$ cat config.mk
export PLATFORM = sky130hd
export DESIGN_NAME = spc_sdram_pin_control
export DESIGN_NICKNAME = d
export VERILOG_FILES = /design/src/rtl/spc_pkg.sv /design/src/rtl/spc_sdram_pin_control.sv
export SDC_FILE = /design/constraint.sdc
export NUM_CORES = 1
export LEC_CHECK = 0
export BUFFER_PORTS_ARGS = -buffer_cell sky130_fd_sc_hd__buf_2
export CELL_PAD_IN_SITES_DETAIL_PLACEMENT = 0
export CELL_PAD_IN_SITES_GLOBAL_PLACEMENT = 1
export CORE_MARGIN = 2
export CORE_UTILIZATION = 36
export DETAILED_ROUTE_END_ITERATION = 8
export PLACE_DENSITY = 0.86
export SETUP_SLACK_MARGIN = 0.1
export SYNTH_ARGS = -nofsm -noshare
export SYNTH_HDL_FRONTEND = slang
export SYNTH_SLANG_ARGS = --single-unit
$ cat constraint.sdc
create_clock -name ref_clk -period 2.1 [get_ports ref_clk]
set_clock_uncertainty 0.15 [all_clocks]
set_input_delay 0.63 -clock ref_clk [delete_from_list [all_inputs] [get_ports ref_clk]]
set_output_delay 0.63 -clock ref_clk [all_outputs]
set_load 0.01 [all_outputs]
$ cat src/rtl/spc_pkg.sv
// Package of constants and types for the SDRAM pin control block
package spc_pkg;

  // Command codes on {row_strobe_n, column_strobe_n, mem_write_en_n}
  localparam logic [2:0] CMD_NOP     = 3'h7;
  localparam logic [2:0] CMD_ACTIVE  = 3'h3;
  localparam logic [2:0] CMD_READ    = 3'h5;
  localparam logic [2:0] CMD_WRITE   = 3'h4;
  localparam logic [2:0] CMD_PRECH   = 3'h2;
  localparam logic [2:0] CMD_REFRESH = 3'h1;
  localparam logic [2:0] CMD_LMR     = 3'h0;

  // Request codes from the memory controller
  localparam logic [2:0] REQ_NONE    = 3'h0;
  localparam logic [2:0] REQ_ACTIVE  = 3'h1;
  localparam logic [2:0] REQ_READ    = 3'h2;
  localparam logic [2:0] REQ_WRITE   = 3'h3;
  localparam logic [2:0] REQ_PRECH   = 3'h4;
  localparam logic [2:0] REQ_REFRESH = 3'h5;
  localparam logic [2:0] REQ_LMR     = 3'h6;

  // Reset values
  localparam logic       RST_STROBE  = 1'h1;
  localparam logic       RST_MASK    = 1'h1;
  localparam logic       RST_CKE     = 1'h1;

  // Phase of the interface
  typedef enum logic [2:0] {
    SPC_INIT = 3'h1,
    SPC_RUN  = 3'h2,
    SPC_OFF  = 3'h4
  } spc_phase_t;

  // All state of the block
  typedef struct packed {
    logic [1:0]  lclk_sync;
    logic        lclk_prev;
    spc_phase_t  phase;
    logic        mem_clock_out;
    logic        mem_clock_out_oe;
    logic        row_strobe_n;
    logic        column_strobe_n;
    logic        mem_write_en_n;
    logic        mem_clock_enable;
    logic        addr_bit_ten_out;
    logic        shared_addr_bit_ten;
    logic        byte_mask_out;
    logic        cmd_oe;
  } spc_state_t;

endpackage : spc_pkg

$ cat src/rtl/spc_sdram_pin_control.sv
// SDRAM pin control: command strobes, clock enable, address ten and data mask
// Behaviour
// - Row, column strobes and write enable jointly encode each memory command.
// - Data mask stays high from reset release until initialization completes.
// - After initialization the data mask is driven low until the interface is disabled.
// - Address bit ten goes on dedicated output only during SDRAM transfers.
// - Clock enable output follows its request; the memory clock stops only in reset and when the interface is disabled.
module spc_sdram_pin_control
  import spc_pkg::*;
(
  // Clock and reset
  input  wire logic       ref_clk,
  input  wire logic       nrst,
  // Link clock from the clock generator, asynchronous
  input  wire logic       link_clk,
  // Controller side
  input  wire logic [2:0] cmd_req,
  input  wire logic       init_done,
  input  wire logic       clk_enable_req,
  input  wire logic       addr_ten_in,
  input  wire logic       interface_disable_bit,
  // Memory pins
  output logic            mem_clock_out,
  output logic            mem_clock_out_oe,
  output logic            row_strobe_n,
  output logic            column_strobe_n,
  output logic            mem_write_en_n,
  output logic            mem_clock_enable,
  output logic            addr_bit_ten_out,
  output logic            shared_addr_bit_ten,
  output logic            byte_mask_out,
  output logic            cmd_oe
);
  import spc_pkg::*;

  // ****************************************************
  // Command encoding
  // ****************************************************

  // Map a request onto the active-low strobe triple
  function automatic logic [2:0] spc_encode(input logic [2:0] req);
    logic [2:0] c;
    c = CMD_NOP;
    unique case (req)
      REQ_ACTIVE:  c = CMD_ACTIVE;
      REQ_READ:    c = CMD_READ;
      REQ_WRITE:   c = CMD_WRITE;
      REQ_PRECH:   c = CMD_PRECH;
      REQ_REFRESH: c = CMD_REFRESH;
      REQ_LMR:     c = CMD_LMR;
      default:     c = CMD_NOP;
    endcase
    return c;
  endfunction

  // ****************************************************
  // State
  // ****************************************************

  spc_state_t st_r;
  spc_state_t st_nxt;
  logic       xfer;
  logic       clk_rise;
  logic [2:0] cmd;

  // Next state
  always_comb begin
    st_nxt = st_r;
    st_nxt.lclk_sync = {st_r.lclk_sync[0], link_clk};
    st_nxt.lclk_prev = st_r.lclk_sync[1];
    clk_rise = st_r.lclk_sync[1] & ~st_r.lclk_prev;
    xfer = (cmd_req == REQ_READ) || (cmd_req == REQ_WRITE);
    cmd = spc_encode(cmd_req);
    // Phase tracking
    unique case (st_r.phase)
      SPC_INIT: begin
        if (interface_disable_bit) st_nxt.phase = SPC_OFF;
        else if (init_done) st_nxt.phase = SPC_RUN;
      end
      SPC_RUN: begin
        if (interface_disable_bit) st_nxt.phase = SPC_OFF;
      end
      SPC_OFF: begin
        if (!interface_disable_bit) st_nxt.phase = SPC_INIT;
      end
      default: st_nxt.phase = SPC_INIT;
    endcase
    // Mask high during init and while off, low while running
    st_nxt.byte_mask_out = (st_nxt.phase != SPC_RUN);
    // Clock output is the inverted synced link clock: it falls as a command launches,
    // so each command stands half a period before the memory samples it; low while off
    st_nxt.mem_clock_out = ~st_r.lclk_sync[1] & ~interface_disable_bit;
    st_nxt.mem_clock_out_oe = ~interface_disable_bit;
    st_nxt.cmd_oe = ~interface_disable_bit;
    st_nxt.mem_clock_enable = clk_enable_req;
    // Commands launch on link clock rising edges, NOP there while disabled; strobes hold between edges
    if (clk_rise && !interface_disable_bit) begin
      {st_nxt.row_strobe_n, st_nxt.column_strobe_n, st_nxt.mem_write_en_n} = cmd;
      if (xfer) st_nxt.addr_bit_ten_out = addr_ten_in;
      st_nxt.shared_addr_bit_ten = xfer ? 1'h0 : addr_ten_in;
    end else if (clk_rise) begin
      {st_nxt.row_strobe_n, st_nxt.column_strobe_n, st_nxt.mem_write_en_n} = CMD_NOP;
    end
  end

  // Register the state
  always_ff @(posedge ref_clk) begin
    if (!nrst) begin
      st_r <= '0;
      st_r.phase <= SPC_INIT;
      st_r.row_strobe_n <= RST_STROBE;
      st_r.column_strobe_n <= RST_STROBE;
      st_r.mem_write_en_n <= RST_STROBE;
      st_r.mem_clock_enable <= RST_CKE;
      st_r.addr_bit_ten_out <= 1'h1;
      st_r.byte_mask_out <= RST_MASK;
    end else begin
      st_r <= st_nxt;
    end
  end

  // Outputs straight from flip-flops
  assign mem_clock_out       = st_r.mem_clock_out;
  assign mem_clock_out_oe    = st_r.mem_clock_out_oe;
  assign row_strobe_n        = st_r.row_strobe_n;
  assign column_strobe_n     = st_r.column_strobe_n;
  assign mem_write_en_n      = st_r.mem_write_en_n;
  assign mem_clock_enable    = st_r.mem_clock_enable;
  assign addr_bit_ten_out    = st_r.addr_bit_ten_out;
  assign shared_addr_bit_ten = st_r.shared_addr_bit_ten;
  assign byte_mask_out       = st_r.byte_mask_out;
  assign cmd_oe              = st_r.cmd_oe;
endmodule // spc_sdram_pin_control

==> reports/results.tsv <==
metric	value	unit
status	finished, final reports clean	
fin util	46.9	%
fin cells	95	
# IOs	20	
synthesis-to-layout area growth	22.8	%
layout cells sized above 1	29.1	%
Initial DRT Pass Iterations	4	
die span in y	44.0	µm
Avg Cell Area, Syn	9.92	µm²
die area	0.00193	mm²
CP required	1.32	ns
Peak VDD IR	0.000474	V
Seq cells post-synth	15	
GR Util All Layers	11.7	%
Hold Slack	0.296	ns
CTS tree	built	
CTS buffer count	3	
total of max-cap violations	0	
origin of the worst setup path	addr_bit_ten_out	
routability cong.	0.767	
final period utilization	73.5	%
hold path depth	1	
Die Wd	44.0	µm
Overall Power	529	µW
CTS root buf	clkbuf_4	
final worst slack	0.556	ns
# setup viols final	0	
detailed-route wire length per cell	10.5	µm
Final Hold Vio Count	0	
CP Class	reg -> out	
vias in the first global route	390	
CP max FO	2	
Worst EP arrival	0.76	ns
Initial DRC Count	9	
clk slew on worst S/H paths	0.09	ns
most common cell after layout, fill and taps aside	buf_2	
path depth of the worst reg2reg path	3	
pre-CTS setup slack	0.319	ns
routed vias/inst	4.83	
crit-path cells	buf_2	
first-pass GRT wire length	1.65	mm
cells after synthesis	58	
# nets final	90	
part of the power in registers	58.4	%
fin crit period	1.54	ns
dominant cell type by area after synthesis	dfxtp_1	
commonest cells after routing, fill and taps aside	19 x buf_2, 15 x dfxtp_1	
largest net degree at the start of global routing	15	
DP HPWL	724	µm
Internal Pwr Total	398	µW
vias	459	
RSZ-0062 raised after global routing	false	
hold path startpoint	st_nxt[15]	
CTS Hold Bufs	0	
leakage	0.312	nW
Starting Density	38.2	%
Top delay family on crit path	flip-flops	
H-tree levels	1	
worst r2r src	st_nxt[13]	
Unique masters post-synth	24	
max_slew headroom	66.8	%
Cells after DPL	91	
Gate power share	10.9	%
post-CTS setup buffers	0	
initial antenna violation count	0	
clk_lat worst skew	0.28	ns
Worst-Margin Slew	0.498	ns
internal reg-to-reg setup slack	0.69	ns
Warnings, synthesis	0	
Cell Area, Placed	679	µm²
switching share of power	24.8	%
top post-synthesis cells by area	dfxtp_1 52%, and2_1 4.3%, nand2b_1 4.3%	
net switching power	131	µW
fmax	648	MHz
standard-cell rows	14	
register area share after synthesis	52.2	%
crit-path max cell delay	0.35	ns
Final TNS setup	0	ns
syn nets	68	
hold worst-path end	st_nxt[13]	
Finished Cell Area	707	µm²
Core Area	0.00151	mm²
synthesized area	576	µm²
Clk pwr share	30.7	%
Max Slew Vio Count	0	
Buf+Inv Stages, Crit Path	1	
# DRC	0	
clock buffer depth	2	
PwrDens	748	mW/mm²
Worst path slowest cell	dfxtp_1	
Port Buffers	19	
Synth top area share	52.2	%
total gr overflow	0	
Setup crit start kind	flip-flop	
worst hold path class	reg -> reg	
ant diodes	0	
Critical R2R Capture	row_strobe_n	
clk sinks	15	
post-route ant nets	0	
total routed wirelength	995	µm
post-CTS resize count	0	
Critical Path End Type	primary output	
==> layer usage <==
metal / vias up / GRT usage (%) / share of wire [%]
met4: 0 / 3.64 / 0
met2: 13 / 17.4 / 48
met3: 0 / 6.25 / 5.5
li1: 243 / - / -
met5: - / 0 / 0
met1: 203 / 14.6 / 47
==> worst max path at each step <==
| stage | endpoint | slack (ns) | depth (start not counted) |
|---|---|---|---|
| 5_1_grt | mem_write_en_n | 0.50 | 1 |
| 4_1_cts | addr_bit_ten_out | 0.55 | 1 |
| 3_3_place_gp | addr_bit_ten_out | 0.39 | 4 |
| 6_report | addr_bit_ten_out | 0.56 | 1 |
| 3_5_place_dp | row_strobe_n | 0.32 | 4 |
| 2_1_floorplan | addr_bit_ten_out | 0.53 | 3 |
==> kinds of logic (layout without fill, tap and decap cells) <==
logic type | count (synthesis) | count (layout) | share of synthesized area, %
AOI/OAI and AO/OA | 13 | 13 | 16.5
buffers and inverters | 4 | 25 | 3.26
DFF | 15 | 15 | 52.2
and+or+nand+nor | 22 | 22 | 21.7
muxes | 1 | 1 | 1.74
xor gates and xnor gates | 3 | 3 | 4.57
==> registers in the layout (all words and copies together) (netlist names) <==
register,count
addr_bit_ten_out,1
shared_addr_bit_ten,1
st_r,4
mem_clock_out,1
column_strobe_n,1
cmd_oe,1
mem_write_en_n,1
mem_clock_enable,1
st_nxt,2
byte_mask_out,1
row_strobe_n,1
==> synth_stat cells <==
cell and instances:
a21boi_0 1, mux2i_1 1, a211oi_1 1, nand3_1 1
xnor2_1 1, or2_1 1, a31oi_1 2, dfxtp_1 15
o311ai_1 2, clkbuf_1 1, nor2b_1 1, buf_4 1
nand2_1 4, nor2_1 3, a211o_1 1, or3b_1 1
xor2_1 2, o211a_1 1, o2111a_1 1, o21ai_0 4
nor3b_1 3, inv_1 2, and2_1 4, nand2b_1 4
==> final cells by class <==
class	count	area, µm²
clock inverters	1	5.00
inverters	2	7.51
multi-input cells	39	256
repair buffers	19	95.1
flip-flops and latches	15	300
well taps	16	20.0
clock buffers	3	22.5
fillers	154	800
==> power groups by stage <==
stage	combinational [mW]	clock (mW)	sequential [mW]
after floorplan	0.0336	0	0.317
after global placement	0.0567	0	0.316
after detailed placement	0.0579	0	0.316
after CTS	0.0582	0.170	0.309
after global routing	0.0668	0.182	0.312
final	0.0576	0.162	0.309
(Power assumes the default switching activity.)
